[src/common/pcr_defs.vh]
// Purpose: constants for the loop-one output configuration register bank
// Assumes: register indices; byte address on the bus is four times the index
// Notes:   definitions only

`ifndef PCR_DEFS_VH
`define PCR_DEFS_VH

// ---------------------------------------------------------------
// register indices (byte address = index * 4)
// ---------------------------------------------------------------
`define PCR_IDX_STATE_SEL      6'h15
`define PCR_IDX_SPREAD_DIV2    6'h16
`define PCR_IDX_DIV3           6'h17
`define PCR_IDX_W0_B0          6'h18
`define PCR_IDX_W0_B1          6'h19
`define PCR_IDX_W0_B2          6'h1a
`define PCR_IDX_W0_B3          6'h1b
`define PCR_IDX_W1_B0          6'h1c
`define PCR_IDX_W1_B1          6'h1d
`define PCR_IDX_W1_B2          6'h1e
`define PCR_IDX_W1_B3          6'h1f
`define PCR_IDX_STATUS         6'h3e
`define PCR_IDX_FIRST          6'h15
`define PCR_NUM_REGS           11

// ---------------------------------------------------------------
// reset values
// ---------------------------------------------------------------
`define PCR_RST_STATE_SEL      8'h02
`define PCR_RST_SPREAD_DIV2    8'h01
`define PCR_RST_DIV3           8'h01
`define PCR_RST_WORD_B0        8'h00
`define PCR_RST_WORD_B1        8'h40
`define PCR_RST_WORD_B2        8'h02
`define PCR_RST_WORD_B3        8'h08

// ---------------------------------------------------------------
// field positions
// ---------------------------------------------------------------
`define PCR_SPREAD_BIT         7
`define PCR_DIV_MSB            6
`define PCR_DIV3_RSVD_MASK     8'h7f
`define PCR_N_HI_MSB           7
`define PCR_N_LO_MSB           7
`define PCR_N_LO_LSB           4
`define PCR_R_HI_MSB           3
`define PCR_R_LO_MSB           7
`define PCR_R_LO_LSB           3
`define PCR_Q_HI_MSB           2
`define PCR_Q_LO_MSB           7
`define PCR_Q_LO_LSB           5
`define PCR_P_MSB              4
`define PCR_P_LSB              2
`define PCR_RANGE_MSB          1

// ---------------------------------------------------------------
// timing
// ---------------------------------------------------------------
`define PCR_SYNC_STAGES        2

`endif

[src/verilog/pcr_sync.v]
// Purpose: two-stage synchroniser for the setting select pins
// Assumes: pins are asynchronous to clk_sys
// Notes:   first stage feeds only the second stage
`timescale 1ns/1ps

module pcr_sync #(
	parameter WIDTH = 3
) (
	// clock and reset
	input  wire             clk_sys,
	input  wire             rst,
	// asynchronous in, synchronous out
	input  wire [WIDTH-1:0] asyncIn,
	output wire [WIDTH-1:0] syncOut
);

	reg [WIDTH-1:0] meta_q;
	reg [WIDTH-1:0] stable_q;

	// one chain per bit
	genvar gi;
	generate
		for (gi = 0; gi < WIDTH; gi = gi + 1)
		begin : g_bit
			always @(posedge clk_sys)
			begin
				if (rst)
				begin
					meta_q[gi]   <= 1'b0;
					stable_q[gi] <= 1'b0;
				end
				else
				begin
					meta_q[gi]   <= asyncIn[gi];
					stable_q[gi] <= meta_q[gi];
				end
			end
		end
	endgenerate

	assign syncOut = stable_q;

endmodule // pcr_sync

[src/verilog/pcr_regs.v]
// Purpose: APB register bank for loop-one output and multiplier settings
// Assumes: APB with zero wait states; sync reset; 50 MHz clk_sys
// Notes:   eleven byte-wide registers plus one read-only status word
//
// Contract
// bit 7 at 0x16 picks spread type: 0 down, 1 center; resets 0
// 0x16[6:0] is output-two divider; 0 means reset/standby; resets 1
// 0x17[6:0] is output-three divider; 0 means reset/standby; resets 1
// software writes only zero to reserved bit 7 at 0x17; resets 0
// 0x18..0x1B hold word zero split into N, R, Q and P fields
// 0x1C..0x1F hold word one, same split, defaults N=4 R=0 Q=16 P=2
// 0x1B[1:0] selects oscillator range of word zero; resets 00
// 0x1F[1:0] selects oscillator range of word one; resets 00
// each state select bit picks state zero or one; only bit 1 resets 1
// three select pins index which per-setting bit applies
//
// The implementer's own choice: the APB register port.
`timescale 1ns/1ps
`include "pcr_defs.vh"

module pcr_regs (
	// clock and reset
	input  wire        clk_sys,
	input  wire        rst,
	// apb slave
	input  wire        psel,
	input  wire        penable,
	input  wire        pwrite,
	input  wire [7:0]  paddr,
	input  wire [31:0] pwdata,
	input  wire [3:0]  pstrb,
	output reg  [31:0] prdata,
	output wire        pready,
	output reg         pslverr,
	// setting select pins
	input  wire        settingSelectPin0,
	input  wire        settingSelectPin1,
	input  wire        settingSelectPin2,
	// output stage controls
	output wire [7:0]  out23StateSelect,
	output reg         out23StateSelectBit,
	output wire        loop1SpreadType,
	output wire [6:0]  out2Divider,
	output wire [6:0]  out3Divider,
	output reg         out2Standby,
	output reg         out3Standby,
	// multiplier/divider word zero
	output wire [11:0] loop1Word0NField,
	output wire [8:0]  loop1Word0RField,
	output wire [5:0]  loop1Word0QField,
	output wire [2:0]  loop1Word0PField,
	output wire [1:0]  loop1Word0OscRange,
	// multiplier/divider word one
	output wire [11:0] loop1Word1NField,
	output wire [8:0]  loop1Word1RField,
	output wire [5:0]  loop1Word1QField,
	output wire [2:0]  loop1Word1PField,
	output wire [1:0]  loop1Word1OscRange,
	// active setting index
	output wire [2:0]  activeSetting
);

	// ---------------------------------------------------------------
	// storage helpers
	// ---------------------------------------------------------------

	// reset value per register slot
	function [7:0] resetVal;
		input [3:0] slot;
		begin
			case (slot)
				4'h0: resetVal = `PCR_RST_STATE_SEL;
				4'h1: resetVal = `PCR_RST_SPREAD_DIV2;
				4'h2: resetVal = `PCR_RST_DIV3;
				4'h3: resetVal = `PCR_RST_WORD_B0;
				4'h4: resetVal = `PCR_RST_WORD_B1;
				4'h5: resetVal = `PCR_RST_WORD_B2;
				4'h6: resetVal = `PCR_RST_WORD_B3;
				4'h7: resetVal = `PCR_RST_WORD_B0;
				4'h8: resetVal = `PCR_RST_WORD_B1;
				4'h9: resetVal = `PCR_RST_WORD_B2;
				4'ha: resetVal = `PCR_RST_WORD_B3;
				default: resetVal = 8'h00;
			endcase
		end
	endfunction

	// writable bits per slot; the reserved divider bit never stores a one
	function [7:0] writeMask;
		input [3:0] slot;
		begin
			case (slot)
				4'h2: writeMask = `PCR_DIV3_RSVD_MASK;
				default: writeMask = 8'hff;
			endcase
		end
	endfunction

	// ---------------------------------------------------------------
	// bus decode
	// ---------------------------------------------------------------
	wire [5:0] regIndex;
	wire       wordAligned;
	wire [5:0] slotFull;
	wire [3:0] slot;
	wire       inBank;
	wire       isStatus;
	wire       mapped;
	wire       setupPhase;
	wire       accessPhase;
	wire       writeLow;

	assign regIndex    = paddr[7:2];
	assign wordAligned = (paddr[1:0] == 2'h0);
	assign slotFull    = regIndex - `PCR_IDX_FIRST;
	assign slot        = slotFull[3:0];
	assign inBank      = (regIndex >= `PCR_IDX_FIRST) && (regIndex <= `PCR_IDX_W1_B3);
	assign isStatus    = (regIndex == `PCR_IDX_STATUS);
	assign mapped      = wordAligned && (inBank || isStatus);
	assign setupPhase  = psel && !penable;
	assign accessPhase = psel && penable;
	// status is read-only, and only lane zero carries register data
	assign writeLow    = accessPhase && pwrite && pstrb[0] && wordAligned && inBank;

	// zero wait states: read data and error are staged in the setup cycle
	assign pready = 1'b1;

	// ---------------------------------------------------------------
	// register bank
	// ---------------------------------------------------------------
	reg [8*`PCR_NUM_REGS-1:0] bank_q;

	// one byte register per slot, each with its own reset and mask
	genvar gi;
	generate
		for (gi = 0; gi < `PCR_NUM_REGS; gi = gi + 1)
		begin : g_reg
			wire [7:0] mask;
			wire [7:0] wrVal;
			assign mask  = writeMask(gi[3:0]);
			assign wrVal = pwdata[7:0] & mask;
			always @(posedge clk_sys)
			begin
				if (rst)
					bank_q[8*gi+7:8*gi] <= resetVal(gi[3:0]);
				else if (writeLow && (slot == gi[3:0]))
					bank_q[8*gi+7:8*gi] <= wrVal;
			end
		end
	endgenerate

	// byte views
	wire [7:0] regStateSel;
	wire [7:0] regSpreadDiv2;
	wire [7:0] regDiv3;
	wire [7:0] w0b0;
	wire [7:0] w0b1;
	wire [7:0] w0b2;
	wire [7:0] w0b3;
	wire [7:0] w1b0;
	wire [7:0] w1b1;
	wire [7:0] w1b2;
	wire [7:0] w1b3;

	assign regStateSel   = bank_q[7:0];
	assign regSpreadDiv2 = bank_q[15:8];
	assign regDiv3       = bank_q[23:16];
	assign w0b0          = bank_q[31:24];
	assign w0b1          = bank_q[39:32];
	assign w0b2          = bank_q[47:40];
	assign w0b3          = bank_q[55:48];
	assign w1b0          = bank_q[63:56];
	assign w1b1          = bank_q[71:64];
	assign w1b2          = bank_q[79:72];
	assign w1b3          = bank_q[87:80];

	// ---------------------------------------------------------------
	// field unpacking
	// ---------------------------------------------------------------

	// divider and spread fields
	assign loop1SpreadType = regSpreadDiv2[`PCR_SPREAD_BIT];
	assign out2Divider     = regSpreadDiv2[`PCR_DIV_MSB:0];
	assign out3Divider     = regDiv3[`PCR_DIV_MSB:0];
	assign out23StateSelect = regStateSel;

	// word zero: fields straddle byte boundaries, msb byte first
	assign loop1Word0NField = {w0b0[`PCR_N_HI_MSB:0],
		w0b1[`PCR_N_LO_MSB:`PCR_N_LO_LSB]};
	assign loop1Word0RField = {w0b1[`PCR_R_HI_MSB:0],
		w0b2[`PCR_R_LO_MSB:`PCR_R_LO_LSB]};
	assign loop1Word0QField = {w0b2[`PCR_Q_HI_MSB:0],
		w0b3[`PCR_Q_LO_MSB:`PCR_Q_LO_LSB]};
	assign loop1Word0PField = w0b3[`PCR_P_MSB:`PCR_P_LSB];
	assign loop1Word0OscRange = w0b3[`PCR_RANGE_MSB:0];

	// word one: identical split
	assign loop1Word1NField = {w1b0[`PCR_N_HI_MSB:0],
		w1b1[`PCR_N_LO_MSB:`PCR_N_LO_LSB]};
	assign loop1Word1RField = {w1b1[`PCR_R_HI_MSB:0],
		w1b2[`PCR_R_LO_MSB:`PCR_R_LO_LSB]};
	assign loop1Word1QField = {w1b2[`PCR_Q_HI_MSB:0],
		w1b3[`PCR_Q_LO_MSB:`PCR_Q_LO_LSB]};
	assign loop1Word1PField = w1b3[`PCR_P_MSB:`PCR_P_LSB];
	assign loop1Word1OscRange = w1b3[`PCR_RANGE_MSB:0];

	// ---------------------------------------------------------------
	// setting select pins
	// ---------------------------------------------------------------
	wire [2:0] pinsRaw;
	wire [2:0] pinsSync;

	assign pinsRaw = {settingSelectPin2, settingSelectPin1, settingSelectPin0};

	// pins are asynchronous; two flops before any decode
	pcr_sync #(
		.WIDTH   (3)
	) u_sync (
		.clk_sys (clk_sys),
		.rst     (rst),
		.asyncIn (pinsRaw),
		.syncOut (pinsSync)
	);

	assign activeSetting = pinsSync;

	// ---------------------------------------------------------------
	// active state and standby flags
	// ---------------------------------------------------------------

	// registered so downstream sees glitch-free levels; one cycle behind a write
	always @(posedge clk_sys)
	begin
		if (rst)
		begin
			out23StateSelectBit <= 1'b0;
			out2Standby         <= 1'b0;
			out3Standby         <= 1'b0;
		end
		else
		begin
			out23StateSelectBit <= regStateSel[pinsSync];
			out2Standby         <= (out2Divider == 7'h00);
			out3Standby         <= (out3Divider == 7'h00);
		end
	end

	// ---------------------------------------------------------------
	// read path
	// ---------------------------------------------------------------
	wire [7:0]  bankByte;
	wire [31:0] statusWord;
	reg  [31:0] readMux;

	assign bankByte   = bank_q[8*slot +: 8];
	// live view of the block: pins, selected state, standby levels
	assign statusWord = {26'h0000000, out3Standby, out2Standby,
		out23StateSelectBit, pinsSync};

	// unmapped or misaligned addresses read zero
	always @*
	begin
		readMux = 32'h00000000;
		if (mapped && inBank)
			readMux = {24'h000000, bankByte};
		else if (mapped && isStatus)
			readMux = statusWord;
	end

	// stage data and error during setup so the access cycle needs no wait
	always @(posedge clk_sys)
	begin
		if (rst)
		begin
			prdata  <= 32'h00000000;
			pslverr <= 1'b0;
		end
		else if (setupPhase)
		begin
			prdata  <= pwrite ? 32'h00000000 : readMux;
			// writes to the read-only status word are refused too
			pslverr <= !mapped || (pwrite && isStatus);
		end
		else if (!psel)
		begin
			prdata  <= 32'h00000000;
			pslverr <= 1'b0;
		end
	end

endmodule // pcr_regs

[config.mk]
export PLATFORM = sky130hd
export DESIGN_NAME = pcr_regs
export DESIGN_NICKNAME = d
export VERILOG_FILES = /design/src/verilog/pcr_sync.v /design/src/verilog/pcr_regs.v
export VERILOG_INCLUDE_DIRS = /design/src /design/src/common
export SDC_FILE = /design/constraint.sdc
export NUM_CORES = 1
export LEC_CHECK = 0
export BUFFER_PORTS_ARGS = -buffer_cell sky130_fd_sc_hd__buf_2
export CAP_MARGIN = 20
export CORE_ASPECT_RATIO = 0.5
export CORE_MARGIN = 5
export CORE_UTILIZATION = 33
export DETAILED_ROUTE_END_ITERATION = 10
export PLACE_DENSITY = 0.65
export SLEW_MARGIN = 5
export SYNTH_ARGS = -nofsm -noshare
export SYNTH_HDL_FRONTEND = slang
export SYNTH_SLANG_ARGS = --single-unit
[constraint.sdc]
create_clock -name clk_sys -period 7.52 [get_ports clk_sys]
set_input_delay 1.504 -clock clk_sys [delete_from_list [all_inputs] [get_ports clk_sys]]
set_output_delay 1.504 -clock clk_sys [all_outputs]
set_load 0.02 [all_outputs]
==> metrics <==
crit path DAT=4.91 ns; Die Y=100 um; most common library cell in the layout ignoring fill and taps=buf_2; Total Negative Setup Slacks=0 ns; final net count=~670; total power=1.12 mW; share of async-settable or async-resettable flops after synthesis=0%; pin count of the biggest net entering global routing=81; global-route wire length before repair=about 24000 um; per-cell via count in the routed design=4.85; startpoint type of the worst setup path=input port; status=completed; IO Pins=179; quantity of I/O buffers inserted on ports=126; cell at the root of the clock tree=clkbuf_16; post-route insts no fill=839; slowest cell delay on critical path=1.03 ns; Hold-fix buffers, CTS=0; GRT Resource Usage Total=16.1%; floorplan die area=19000 um^2; final setup violating endpoints=0; static leakage=3.18 nW; Tmin final=about 4.7 ns; DRC marker count from the first detailed-route iteration=261; final weighted congestion in routability-driven placement=0.861; worst rel slew slack=39.4%; via count of the first global-routing pass=3952; # DRC=0; met2 routed WL=around 7400 um; max-cap violations=0; most used cells in the layout excluding fill and tap cells=buf_2, dfxtp_1, mux2i_1; fraction of layout instances using a drive strength above 1=around 30%; Post-Synthesis Mean Instance Area=10.4 um^2; Avg WL per Cell=roughly 18 um; TritonCTS buffer count=9; number of flops mapped to enable cells by yosys=0; largest cells by area after synthesis=dfxtp_1, mux2i_1, mux4_2; number of synthesized register bits=approximately 110; # diodes=0; peak clock frequency supported by timing=212 MHz; Slew Viols, Final=0; kind of capture point of the worst setup path=register; library cells used by synthesis=53; count of fill cells added during filler insertion=1570; total count of hold-check failures in the final report=0; areal power density over the cells=179 nW/um^2; DP Wirelength=11600 um; flip-flop cell with the highest count after synthesis=dfxtp_1; unrepaired setup endpoints after global routing=no; cell taking the most area after synthesis=dfxtp_1; highest metal layer with signal wires=met4; crit-path most repeated cell=a211oi_1; period utilization=62.7%; Inst Count DP=823; final core utilization=39.8%; Vias=4072; die outline width=190 um; slowest stage cell, crit path=ha_1; CTS tree=yes; Longest Clk Path Bufs=2; routed length on met1=6960 um; Starting Density=34.2%; core region area=15700 um^2; Post-Synthesis Cells=about 510; gr ovfl total=0; footprint of the multi-input gates=slightly below 3000 um^2; type of the tightest min-delay check=register to register; count of cells resized by post-cts repair=0; sequential fraction of the synthesis area=39.2%; Setup Crit Path Kind=input port to register; worst-path fanout max=24; CP required=7.72 ns; Syn. warnings=0; antenna violations before repair=0; register area=about 2100 um^2; worst supply voltage drop on vdd=87.7 uV; transition time at the pin with the least slew margin=0.909 ns; Post-Synthesis Cell Area=5360 um^2; row count=32; first-pass detailed-route iteration total=4; fraction of post-synthesis cell area in the top cell type by area=39.2%; Post-CTS Setup Repair Bufs=0; Final Skew=0.00776 ns; DR WL met3=935 um; clock input transition at the sequential cells of the worst setup and hold paths=0.07 ns; drt total wl=15500 um; total number of clock tree sinks=105; post-detailed-route count of antenna-violating nets=0; clock insertion delay at the later pin of the skew report=around 0.35 ns; Synth-to-Final Area Change=16.4%; sequence of cells on the critical path=buf_2 -> clkinv_1 -> ha_1 -> mux4_2 -> mux2_2 -> a211oi_1 -> a211oi_1; H-Tree Depth=3
## power by group
part           leakage, nW  internal, mW  switching [mW]
sequential           0.847         0.558         0.00165
clock                0.128         0.236           0.215
combinational         2.20        0.0326          0.0732
## state kept, by name, indices dropped and copies added (netlist names), 3 cells and up
| register | count |
|---|---|
| out23StateSelect | 8 |
| prdata | 8 |
| regSpreadDiv2 | 8 |
| w0b0 | 8 |
| w0b1 | 8 |
| w0b2 | 8 |
| w0b3 | 8 |
| w1b0 | 8 |
| w1b1 | 8 |
| w1b2 | 8 |
| w1b3 | 8 |
| regDiv3 | 7 |
| u_sync.meta_q | 3 |
| u_sync.syncOut | 3 |
## area by class of cell
class | count | area share (%)
timing repair buffer | 128 | 10.4
tap | 221 | 4.43
sequential | 105 | 33.7
inverter | 3 | 0.181
multi-input combinational | 366 | 46.8
clock buffer | 11 | 3.89
clock inverter | 5 | 0.642
## worst max-delay path: cells and delay by family
family          cells  cell delay (ns)
mux                 2             0.91
buf+inv             2             1.07
fa+ha+maj           1             1.03
compound gates      2             0.39
## worst paths after layout
check / startpoint / endpoint / slack (ns) / cells after the start
hold reg to reg: u_sync.meta_q[0] / u_sync.syncOut[0] / 0.44 / 1
setup / recovery: paddr[2] / prdata[1] / 2.80 / 7
setup reg to reg: out23StateSelect[1] / prdata[1] / 5.86 / 4
hold / removal: u_sync.meta_q[0] / u_sync.syncOut[0] / 0.44 / 1
## metrics by stage
| stage | hold WS [ns] | setup WS, ns | cell area (um^2) |
|---|---|---|---|
| floorplan | 0.414 | 3.78 | 5440 |
| CTS | 0.442 | 2.80 | 6240 |
| finish | 0.438 | 2.80 | 6240 |
| global placement | 0.422 | 2.41 | 5950 |
| detailed placement | 0.425 | 2.44 | 5950 |
| global route | 0.456 | 2.47 | 6240 |
## cell usage after synthesis, types with 9 or more instances
library cell and instances:
dfxtp_1 105, mux2i_1 97, nor2_1 77, nand2b_1 31, buf_4 27, clkbuf_1 20, mux4_2 17, a211oi_1 10
nor2b_1 10, o21ai_0 9
## kinds of logic after synthesis
| group | count (synthesis) | share of synthesized area, % |
|---|---|---|
| AND/OR/NAND/NOR | 173 | 18.7 |
| multiplexers | 120 | 26.5 |
| flip-flops | 105 | 39.2 |
| buffers and inverters | 66 | 7.89 |
| AO/OA/AOI/OAI | 42 | 6.10 |
| adder cells (fa/ha/maj) | 4 | 0.934 |
| other | 2 | 0.140 |
| XOR/XNOR | 2 | 0.467 |
## per-layer routing
layer | global-route usage (%) | vias up
met5 | 0 | -
met4 | 3.64 | 0
met3 | 3.96 | 13
met2 | 26.5 | 101
met1 | 21.5 | 1986
li1 | - | 1972
Power figures use the tool's default switching activity.
